==> config.mk <==
export PLATFORM = sky130hd
export DESIGN_NAME = peripheral_irq_flag_bank
export DESIGN_NICKNAME = d
export VERILOG_FILES = /design/src/hw/irq_flag_pkg.sv /design/src/hw/peripheral_irq_flag_bank.sv /design/src/hw/flag_reg.sv
export SDC_FILE = /design/constraint.sdc
export NUM_CORES = 1
export LEC_CHECK = 0
export ABC_AREA = 0
export BUFFER_PORTS_ARGS = -buffer_cell sky130_fd_sc_hd__buf_4
export CORE_UTILIZATION = 30
export CTS_BUF_LIST = sky130_fd_sc_hd__clkbuf_2 sky130_fd_sc_hd__clkbuf_4 sky130_fd_sc_hd__clkbuf_8
export CTS_CLUSTER_SIZE = 28
export DETAILED_ROUTE_END_ITERATION = 16
export PLACE_DENSITY = 0.56
export SYNTH_ARGS = -nofsm -noshare
export SYNTH_HDL_FRONTEND = slang
export SYNTH_HIERARCHICAL = 1
export SYNTH_SLANG_ARGS = --single-unit
export TNS_END_PERCENT = 30
==> constraint.sdc <==
create_clock -name ref_clk -period 1.7 [get_ports ref_clk]
set_input_delay 0.085 -clock ref_clk [delete_from_list [all_inputs] [get_ports ref_clk]]
set_output_delay 0.085 -clock ref_clk [all_outputs]
set_load 0.02 [all_outputs]
==> src/hw/irq_flag_pkg.sv <==
// Constants for the peripheral interrupt flag bank
package irq_flag_pkg;
   // ----------------------------------------
   // Register offsets
   // ----------------------------------------
   localparam logic [3:0] OFF_FLAGS_TWO = 4'h0;
   localparam logic [3:0] OFF_FLAGS_THREE = 4'h1;
   localparam logic [3:0] OFF_ENABLE_TWO = 4'h2;
   localparam logic [3:0] OFF_ENABLE_THREE = 4'h3;
   localparam logic [3:0] OFF_GLOBAL_CTRL = 4'h4;
   localparam logic [3:0] OFF_IRQ_STATUS = 4'h5;
   localparam logic [3:0] OFF_IRQ_MASK = 4'h6;
   // ----------------------------------------
   // Implemented bits and reset values
   // ----------------------------------------
   localparam logic [7:0] MASK_TWO = 8'hFD;
   localparam logic [7:0] MASK_THREE = 8'h7A;
   localparam logic [7:0] MASK_GLOBAL = 8'hC0;
   localparam logic [7:0] MASK_STATUS = 8'h03;
   localparam logic [7:0] RESET_VALUE = 8'h00;
   // ----------------------------------------
   // Field positions
   // ----------------------------------------
   localparam int GLOBAL_EN_BIT = 7;
   localparam int PERIPH_EN_BIT = 6;
   localparam int EVT_TWO_BIT = 0;
   localparam int EVT_THREE_BIT = 1;
endpackage

==> src/hw/peripheral_irq_flag_bank.sv <==
// Peripheral interrupt request flag bank with register port
`timescale 1ns/1ps
`default_nettype none
// Summary of operation
// - Flags set on event, regardless of enables
// - Flag one means pending; flags read/write
// - Register two layout; bit 1 reads zero
// - Register three layout; bits 7,2,0 zero
// - All flags reset to zero
// - Pending needs peripheral enable bit set
module peripheral_irq_flag_bank (
   // Clock and reset
   input wire logic ref_clk,
   input wire logic rst_n,
   // Register port
   input wire logic [3:0] reg_addr,
   input wire logic [7:0] reg_wdata,
   input wire logic reg_wr,
   input wire logic reg_rd,
   output logic [7:0] reg_rdata,
   // Event sources, one-cycle pulses from same-clock peripherals
   input wire logic osc_fail_evt,
   input wire logic comparator_two_evt,
   input wire logic comparator_one_evt,
   input wire logic eeprom_write_done_evt,
   input wire logic serial_bus_collision_evt,
   input wire logic lcd_module_evt,
   input wire logic capcomp_two_evt,
   input wire logic capcomp_three_evt,
   input wire logic capcomp_four_evt,
   input wire logic capcomp_five_evt,
   input wire logic timer_six_match_evt,
   input wire logic timer_four_match_evt,
   // Toward the processor
   output logic peripheral_pending,
   output logic irq
);
   // ----------------------------------------
   // Decode
   // ----------------------------------------
   logic wr_two, wr_three, wr_en2, wr_en3, wr_glb, wr_st, wr_mask;
   assign wr_two = reg_wr && reg_addr == irq_flag_pkg::OFF_FLAGS_TWO;
   assign wr_three = reg_wr && reg_addr == irq_flag_pkg::OFF_FLAGS_THREE;
   assign wr_en2 = reg_wr && reg_addr == irq_flag_pkg::OFF_ENABLE_TWO;
   assign wr_en3 = reg_wr && reg_addr == irq_flag_pkg::OFF_ENABLE_THREE;
   assign wr_glb = reg_wr && reg_addr == irq_flag_pkg::OFF_GLOBAL_CTRL;
   assign wr_st = reg_wr && reg_addr == irq_flag_pkg::OFF_IRQ_STATUS;
   assign wr_mask = reg_wr && reg_addr == irq_flag_pkg::OFF_IRQ_MASK;
   // ----------------------------------------
   // Flag registers
   // ----------------------------------------
   logic [7:0] set_two, set_three, flags_two, flags_three;
   logic evt_two, evt_three;
   // Bit order fixes the layout; unimplemented bits are tied low
   assign set_two = {osc_fail_evt, comparator_two_evt, comparator_one_evt, eeprom_write_done_evt,
                     serial_bus_collision_evt, lcd_module_evt, 1'b0, capcomp_two_evt};
   assign set_three = {1'b0, capcomp_five_evt, capcomp_four_evt, capcomp_three_evt,
                       timer_six_match_evt, 1'b0, timer_four_match_evt, 1'b0};
   // Sets ignore every enable bit
   flag_reg #(.IMPL(irq_flag_pkg::MASK_TWO)) u_flags_two (
      .ref_clk(ref_clk),
      .rst_n(rst_n),
      .wr_en(wr_two),
      .wr_data(reg_wdata),
      .set_in(set_two),
      .flags(flags_two),
      .new_event(evt_two)
   );
   flag_reg #(.IMPL(irq_flag_pkg::MASK_THREE)) u_flags_three (
      .ref_clk(ref_clk),
      .rst_n(rst_n),
      .wr_en(wr_three),
      .wr_data(reg_wdata),
      .set_in(set_three),
      .flags(flags_three),
      .new_event(evt_three)
   );
   // ----------------------------------------
   // Enable, control and interrupt registers
   // ----------------------------------------
   logic [7:0] enable_two_reg, enable_three_reg, global_reg, status_reg, mask_reg;
   logic [7:0] status_next, status_set;
   assign status_set = {6'h00, evt_three, evt_two};
   // Write-one-to-clear, a new event wins
   assign status_next = ((status_reg & ~(wr_st ? reg_wdata : 8'h00)) | status_set) & irq_flag_pkg::MASK_STATUS;
   always_ff @(posedge ref_clk) begin
      if (!rst_n) begin
         enable_two_reg <= irq_flag_pkg::RESET_VALUE;
         enable_three_reg <= irq_flag_pkg::RESET_VALUE;
         global_reg <= irq_flag_pkg::RESET_VALUE;
         status_reg <= irq_flag_pkg::RESET_VALUE;
         mask_reg <= irq_flag_pkg::RESET_VALUE;
      end else begin
         if (wr_en2) enable_two_reg <= reg_wdata & irq_flag_pkg::MASK_TWO;
         if (wr_en3) enable_three_reg <= reg_wdata & irq_flag_pkg::MASK_THREE;
         if (wr_glb) global_reg <= reg_wdata & irq_flag_pkg::MASK_GLOBAL;
         if (wr_mask) mask_reg <= reg_wdata & irq_flag_pkg::MASK_STATUS;
         status_reg <= status_next;
      end
   end
   // ----------------------------------------
   // Pending outputs
   // ----------------------------------------
   logic any_enabled;
   // Stale flags fire at once when enabled; software clears first
   assign any_enabled = |((flags_two & enable_two_reg) | (flags_three & enable_three_reg));
   assign peripheral_pending = any_enabled && global_reg[irq_flag_pkg::PERIPH_EN_BIT];
   assign irq = |(status_reg & mask_reg);
   // ----------------------------------------
   // Read data, one cycle after the strobe
   // ----------------------------------------
   logic [7:0] rd_mux, rdata_reg;
   assign rd_mux = reg_addr == irq_flag_pkg::OFF_FLAGS_TWO ? flags_two :
                   reg_addr == irq_flag_pkg::OFF_FLAGS_THREE ? flags_three :
                   reg_addr == irq_flag_pkg::OFF_ENABLE_TWO ? enable_two_reg :
                   reg_addr == irq_flag_pkg::OFF_ENABLE_THREE ? enable_three_reg :
                   reg_addr == irq_flag_pkg::OFF_GLOBAL_CTRL ? global_reg :
                   reg_addr == irq_flag_pkg::OFF_IRQ_STATUS ? status_reg :
                   reg_addr == irq_flag_pkg::OFF_IRQ_MASK ? mask_reg : 8'h00;
   always_ff @(posedge ref_clk) begin
      if (!rst_n) begin
         rdata_reg <= irq_flag_pkg::RESET_VALUE;
      end else begin
         rdata_reg <= reg_rd ? rd_mux : 8'h00;
      end
   end
   assign reg_rdata = rdata_reg;
   // ----------------------------------------
   // Checks
   // ----------------------------------------
   a_flag_set_event: assert property (@(posedge ref_clk) disable iff (!rst_n)
      osc_fail_evt |=> flags_two[7]) else $error("event did not set flag");
   a_three_set_event: assert property (@(posedge ref_clk) disable iff (!rst_n)
      timer_four_match_evt |=> flags_three[1]) else $error("timer four flag not set");
   a_write_clears_flag: assert property (@(posedge ref_clk) disable iff (!rst_n)
      (wr_two && !reg_wdata[0] && !capcomp_two_evt) |=> !flags_two[0]) else $error("flag not cleared");
   a_two_unused_zero: assert property (@(posedge ref_clk) disable iff (!rst_n)
      flags_two[1] == 1'b0) else $error("unused bit set in two");
   a_three_unused_zero: assert property (@(posedge ref_clk) disable iff (!rst_n)
      (flags_three & ~irq_flag_pkg::MASK_THREE) == 8'h00) else $error("unused bit set in three");
   a_reset_clears_flags: assert property (@(posedge ref_clk)
      !rst_n |=> (flags_two == 8'h00 && flags_three == 8'h00)) else $error("flags not zero after reset");
   a_gate_periph_en: assert property (@(posedge ref_clk) disable iff (!rst_n)
      !global_reg[irq_flag_pkg::PERIPH_EN_BIT] |-> !peripheral_pending) else $error("pending without enable");
   a_pending_from_flag: assert property (@(posedge ref_clk) disable iff (!rst_n)
      (capcomp_five_evt && enable_three_reg[6] && global_reg[6] && !wr_three && !wr_en3 && !wr_glb)
      |=> peripheral_pending) else $error("pending did not rise");
   a_read_data_timing: assert property (@(posedge ref_clk) disable iff (!rst_n)
      (reg_rd && reg_addr == irq_flag_pkg::OFF_FLAGS_TWO) |=> reg_rdata == $past(flags_two))
      else $error("read data wrong");
   // Read data must not linger past its one cycle
   a_idle_read_zero: assert property (@(posedge ref_clk) disable iff (!rst_n)
      !reg_rd |=> reg_rdata == 8'h00) else $error("read data left standing");
   a_unmapped_read_zero: assert property (@(posedge ref_clk) disable iff (!rst_n)
      (reg_rd && reg_addr > irq_flag_pkg::OFF_IRQ_MASK) |=> reg_rdata == 8'h00)
      else $error("unmapped read not zero");
   a_write_sets_flag: assert property (@(posedge ref_clk) disable iff (!rst_n)
      (wr_three && reg_wdata[6]) |=> flags_three[6]) else $error("software set lost");
   a_pending_needs_flag: assert property (@(posedge ref_clk) disable iff (!rst_n)
      (((flags_two & enable_two_reg) | (flags_three & enable_three_reg)) == 8'h00) |-> !peripheral_pending)
      else $error("pending without enabled flag");
endmodule // peripheral_irq_flag_bank
`default_nettype wire

==> src/hw/flag_reg.sv <==
// One 8-bit sticky flag register, set by hardware, written by software
`timescale 1ns/1ps
`default_nettype none
module flag_reg #(
   parameter logic [7:0] IMPL = 8'hFF
) (
   // Clock and reset
   input wire logic ref_clk,
   input wire logic rst_n,
   // Software write
   input wire logic wr_en,
   input wire logic [7:0] wr_data,
   // Hardware set
   input wire logic [7:0] set_in,
   // State
   output logic [7:0] flags,
   output logic new_event
);
   logic [7:0] flags_reg;
   logic [7:0] flags_next;
   logic [7:0] base;
   // Set wins over a write in the same cycle
   assign base = wr_en ? wr_data : flags_reg;
   assign flags_next = (base | set_in) & IMPL;
   assign flags = flags_reg;
   assign new_event = |(set_in & IMPL & ~flags_reg);
   always_ff @(posedge ref_clk) begin
      if (!rst_n) begin
         flags_reg <= irq_flag_pkg::RESET_VALUE;
      end else begin
         flags_reg <= flags_next;
      end
   end
endmodule // flag_reg
`default_nettype wire

; Yosys cells after proc, flatten, opt, wreduce, memory -nomap -nowiden
; Cells that the tools add are included.
[word_totals]
reg_bits = 39
latch_bits = 0
ramBits = 0
mem_bits_ro = 0
in_bits = 28
output_inout_bits = 10
word_cells = 52
memories = 0
[op_classes]
addsub = 0
n_mul = 0
n_div = 0
magnitude_cmp = 0
n_eq_ne = 6
n_shift = 0
mux = 10
bitwise = 13
n_reduce_logical = 14
[op_table]
columns = op, n
row1 = $mux W8, 6
row2 = $reduce_or A8 Y1, 4
row3 = $and A8 B8 Y8, 2
row4 = $or A8 B8 Y8, 2
row5 = $eq A4 B3 Y1 const B, 3
row6 = $and A7 B8 Y8, 1
row7 = $eq A4 B2 Y1 const B, 2
row8 = $logic_and A1 B1 Y1, 8
row9 = $not A7 Y8, 1
row10 = $not A8 Y8, 1
row11 = $and A7 B7 Y7, 1
row12 = $mux W7, 1
row13 = $or A7 B7 Y7, 1
row14 = $mux W2, 3
row15 = $and A2 B2 Y2, 2
row16 = $eq A4 B1 Y1 const B, 1
row17 = $logic_not A4 Y1, 1
row18 = $not A2 Y2, 1
row19 = $or A2 B2 Y2, 1
row20 = $reduce_and A2 Y1, 1

; Longest topological paths before layout
[depth]
word_depth = 8
depth_mapped = 7
ltp_nobuf = 5

; Hierarchy
; Netlist, hierarchy kept.
[by_module_without_submodules]
columns = module, n_inst, cells_each, area_each_um2, seq_area_each_um2
row1 = peripheral_irq_flag_bank, 1, 143, 1306.3, 520.5
row2 = flag_reg at u_flags_two, 1, 35, 341.6, 140.1
row3 = flag_reg at u_flags_three, 1, 30, 255.2, 100.1

; Worst setup path before layout
; Ideal clock, no wire load.
[synth_timing]
kind = input -> register
from = input reg_addr[2]
to = register u_flags_two.flags_reg[7] (netlist: u_flags_two/flags[7])
setup_time_ns = 0.115
arrival_time_ns = 1.130
t_required_ns = 1.585
slack_ns = 0.456
path_stages = 6
path_buffers = 2
path_cell_list = buf_6 -> nor2_4 -> and3_1 -> buf_6 -> mux2_2 -> o21a_1
[synth_via]
elab_chain_cells = 4
[synth_rtl]
columns = element, line
row1 = from (decl), peripheral_irq_flag_bank.sv:16  ; input wire logic [3:0] reg_addr,
row2 = $logic_not A4 Y1, peripheral_irq_flag_bank.sv:42  ; assign wr_two = reg_wr && reg_addr == irq_flag_pkg::OFF_FLAGS_TWO;
row3 = $logic_and A1 B1 Y1, peripheral_irq_flag_bank.sv:42
row4 = named net wr_two, peripheral_irq_flag_bank.sv:41  ; logic wr_two, wr_three, wr_en2, wr_en3, wr_glb, wr_st, wr_mask;
row5 = $mux W8, flag_reg.sv:23  ; assign base = wr_en ? wr_data : flags_reg;
row6 = $or A8 B8 Y8, flag_reg.sv:24  ; assign flags_next = (base | set_in) & IMPL;
row7 = to (signal assigned), flag_reg.sv:29  ; flags_reg <= irq_flag_pkg::RESET_VALUE;
row8 = to (signal assigned), flag_reg.sv:31  ; flags_reg <= flags_next;
row9 = to (decl), flag_reg.sv:19  ; logic [7:0] flags_reg;
; The timed path passes the listed nets, and every way through them passes these cells.
; A chain may end at the register's enable or synchronous reset.

; Worst setup path in the final report
[layout_timing]
from = register u_flags_three.flags_reg[5] (netlist: u_flags_three/flags[5])
to = output peripheral_pending
[layout_via]
elab_chain_cells = 4
[layout_rtl]
columns = element, line
row1 = from (decl), flag_reg.sv:19
row2 = from (signal assigned), flag_reg.sv:29
row3 = from (signal assigned), flag_reg.sv:31
row4 = $and A7 B7 Y7, peripheral_irq_flag_bank.sv:106  ; assign any_enabled = |((flags_two & enable_two_reg) | (flags_three & enable_three_reg));
row5 = $or A8 B8 Y8, peripheral_irq_flag_bank.sv:106
row6 = $reduce_or A8 Y1, peripheral_irq_flag_bank.sv:106
row7 = $logic_and A1 B1 Y1, peripheral_irq_flag_bank.sv:107  ; assign peripheral_pending = any_enabled && global_reg[irq_flag_pkg::PERIPH_EN_BIT];
row8 = to (decl), peripheral_irq_flag_bank.sv:35  ; output logic peripheral_pending,
; Every way passes these cells.

==> out/qor.csv <==
stage,metric,value,unit
status,status,finished clean,
clock_network,clock root cell,clkbuf_8,
power_and_ir_drop,leakage,0.963,nW
sta,fin crit period,1540,ps
global_routing,global routing's busiest layer,met2,
worst_setup_path,crit-path max cell delay,330,ps
clock_network,Setup Buffers After CTS,0,
die,Core Area,0.00603,sq mm
drt,DRT Pass-1 Iters,4,
global_routing,pin count of the biggest net entering global routing,31,
placed_design,Post-DP Area,0.00222,sq mm
clock_network,htree depth,2,
clock_network,# clock sinks,38,
layout,area grow syn2layout,21.7,%
global_routing,M3 GR Usage,3.44,%
sta,Fin. Hold Viols,0,
drt,WL per Instance,15.3,um
worst_setup_path,WP buf/inv,1,
clock_network,# hold bufs at CTS,0,
run,Max Cap Viol,0,
worst_setup_path,CP cell instances,"a22o_1, a221oi_1, a31oi_1, buf_4",
drt,Final ANT Viol Nets,0,
power_and_ir_drop,Tot Pwr,0.00185,W
drt,final wirelength,4920,um
worst_setup_path,CP max-delay cell,dfxtp_1,
drt,via count,1609,
sta,Max Clock Freq,649,MHz
sta,fin. max-slew vios,0,
worst_hold_path,HP Class,in2reg,
placed_design,RePlAce Congestion,0.779,
yosys,Syn Inst Count,207,
layout,"most common cell after layout, fill and taps aside",buf_4,
sta,RSZ-0062 raised after global routing,no,
sta,setup TNS,0,ps
clock_network,clock tree buffer depth,2,
clock_network,Clock Pin Slew Worst Setup and Hold Paths,70,ps
global_routing,first-pass GRT wire length,7760,um
layout,most frequent cells in the layout,"41 x buf_4, 38 x dfxtp_1, 25 x mux2i_1",
clock_network,Worst-Skew Late Latency,290,ps
global_routing,Total GRT Usage,16.0,%
worst_setup_path,critical path class,reg2out,
layout,max reg flops,8,
yosys,Mean Syn Cell Area,9.18,sq um
clock_network,"Gates resized, CTS repair",0,
global_routing,met1 global-route usage,21.7,%
placed_design,hpwl dp,3620,um
global_routing,initial antenna violation count,0,
layout,post-route cell area,0.00231,sq mm
yosys,Synthesis Warnings,6,
clock_network,TritonCTS clock tree,done,
sta,final period utilization,90.6,%
worst_setup_path,crit-path max FO,3,
worst_setup_path,Worst Path Required,1620,ps
sta,# setup viols final,0,
placed_design,Port Buffers,37,
drt,drt initial violations,108,
global_routing,GRT met2 Usage,25.0,%
die,Die ar.,0.00665,sq mm
layout,final-layout fill cell count,649,
layout,Final #Nets,273,
global_routing,number of global-route vias before repair,1468,
drt,DRC,0,
layout,layout cell share with drive strength beyond 1,22.0,%
die,I/O Pins,38,
sta,Post-Route Skew,5.22,ps
worst_setup_path,Critical Path AT,1460,ps
sta,Slew HR,64.3,%
worst_setup_path,CP endpoint kind,output port,
die,Initial Utilization,31.5,%
layout,Ant. Diodes,0,
die,# rows,28,
worst_setup_path,type of origin of the critical path,flop,
clock_network,CTS buffer count,5,
power_and_ir_drop,maximum vdd drop,300,uV
die,Chip Width,81.6,um
worst_setup_path,cell family with most CP delay,compound AO/OA/AOI/OAI gates,
die,die height,81.6,um
global_routing,total gr overflow,0,
sta,transition time of the tightest slew-check pin,531,ps
power_and_ir_drop,PwrDens,798,mW/mm^2
drt,Vias/cell,5.01,
yosys,mapped cell area,0.00190,sq mm
worst_setup_path,R2R Setup Slk,360,ps
-- through the flow --
step	hold WS, ps	std cells	setup slack (ps)	util, %
3_3_place_gp	312	313	371	36.8
6_report	10.2	321	160	38.4
4_1_cts	1.51	321	155	38.4
5_1_grt	0.637	321	49.6	38.4
3_5_place_dp	309	313	352	36.8
2_1_floorplan	163	209	456	-
-- layer usage --
metal | wire [um] | part of all wire (%) | vias to the layer above
li1 | - | - | 801
met1 | 2410 | 49 | 767
met2 | 2210 | 45 | 35
met3 | 230 | 4.7 | 6
met4 | 68 | 1.4 | 0
met5 | 0 | 0 | -
-- worst paths after layout --
path / cells past startpoint / startpoint / end
setup / recovery: 4 / u_flags_three/flags[5] / peripheral_pending
hold / removal: 2 / capcomp_five_evt / u_flags_three/flags[6]
setup reg to reg: 4 / u_flags_two/flags[5] / status_reg[0]
hold reg to reg: 2 / global_reg[6] / global_reg[6]
-- where the power goes --
part / internal, W / switching [W] / leakage [nW]
combinational: 0.000112 / 0.000116 / 0.600
sequential: 0.000922 / 0.0000303 / 0.311
clock: 0.000343 / 0.000321 / 0.0517
-- final cells by class --
| type | instances | area, sq um | area share (%) |
|---|---|---|---|
| Clock buffer | 7 | 90.1 | 3.90 |
| Clock inverter | 1 | 5.00 | 0.217 |
| Inverter | 16 | 60.1 | 2.60 |
| Multi-Input combinational cell | 143 | 993 | 43.0 |
| Sequential cell | 38 | 761 | 32.9 |
| Tap cell | 75 | 93.8 | 4.06 |
| Timing Repair Buffer | 41 | 308 | 13.3 |
Note: power is estimated with default switching activity, not from simulation.
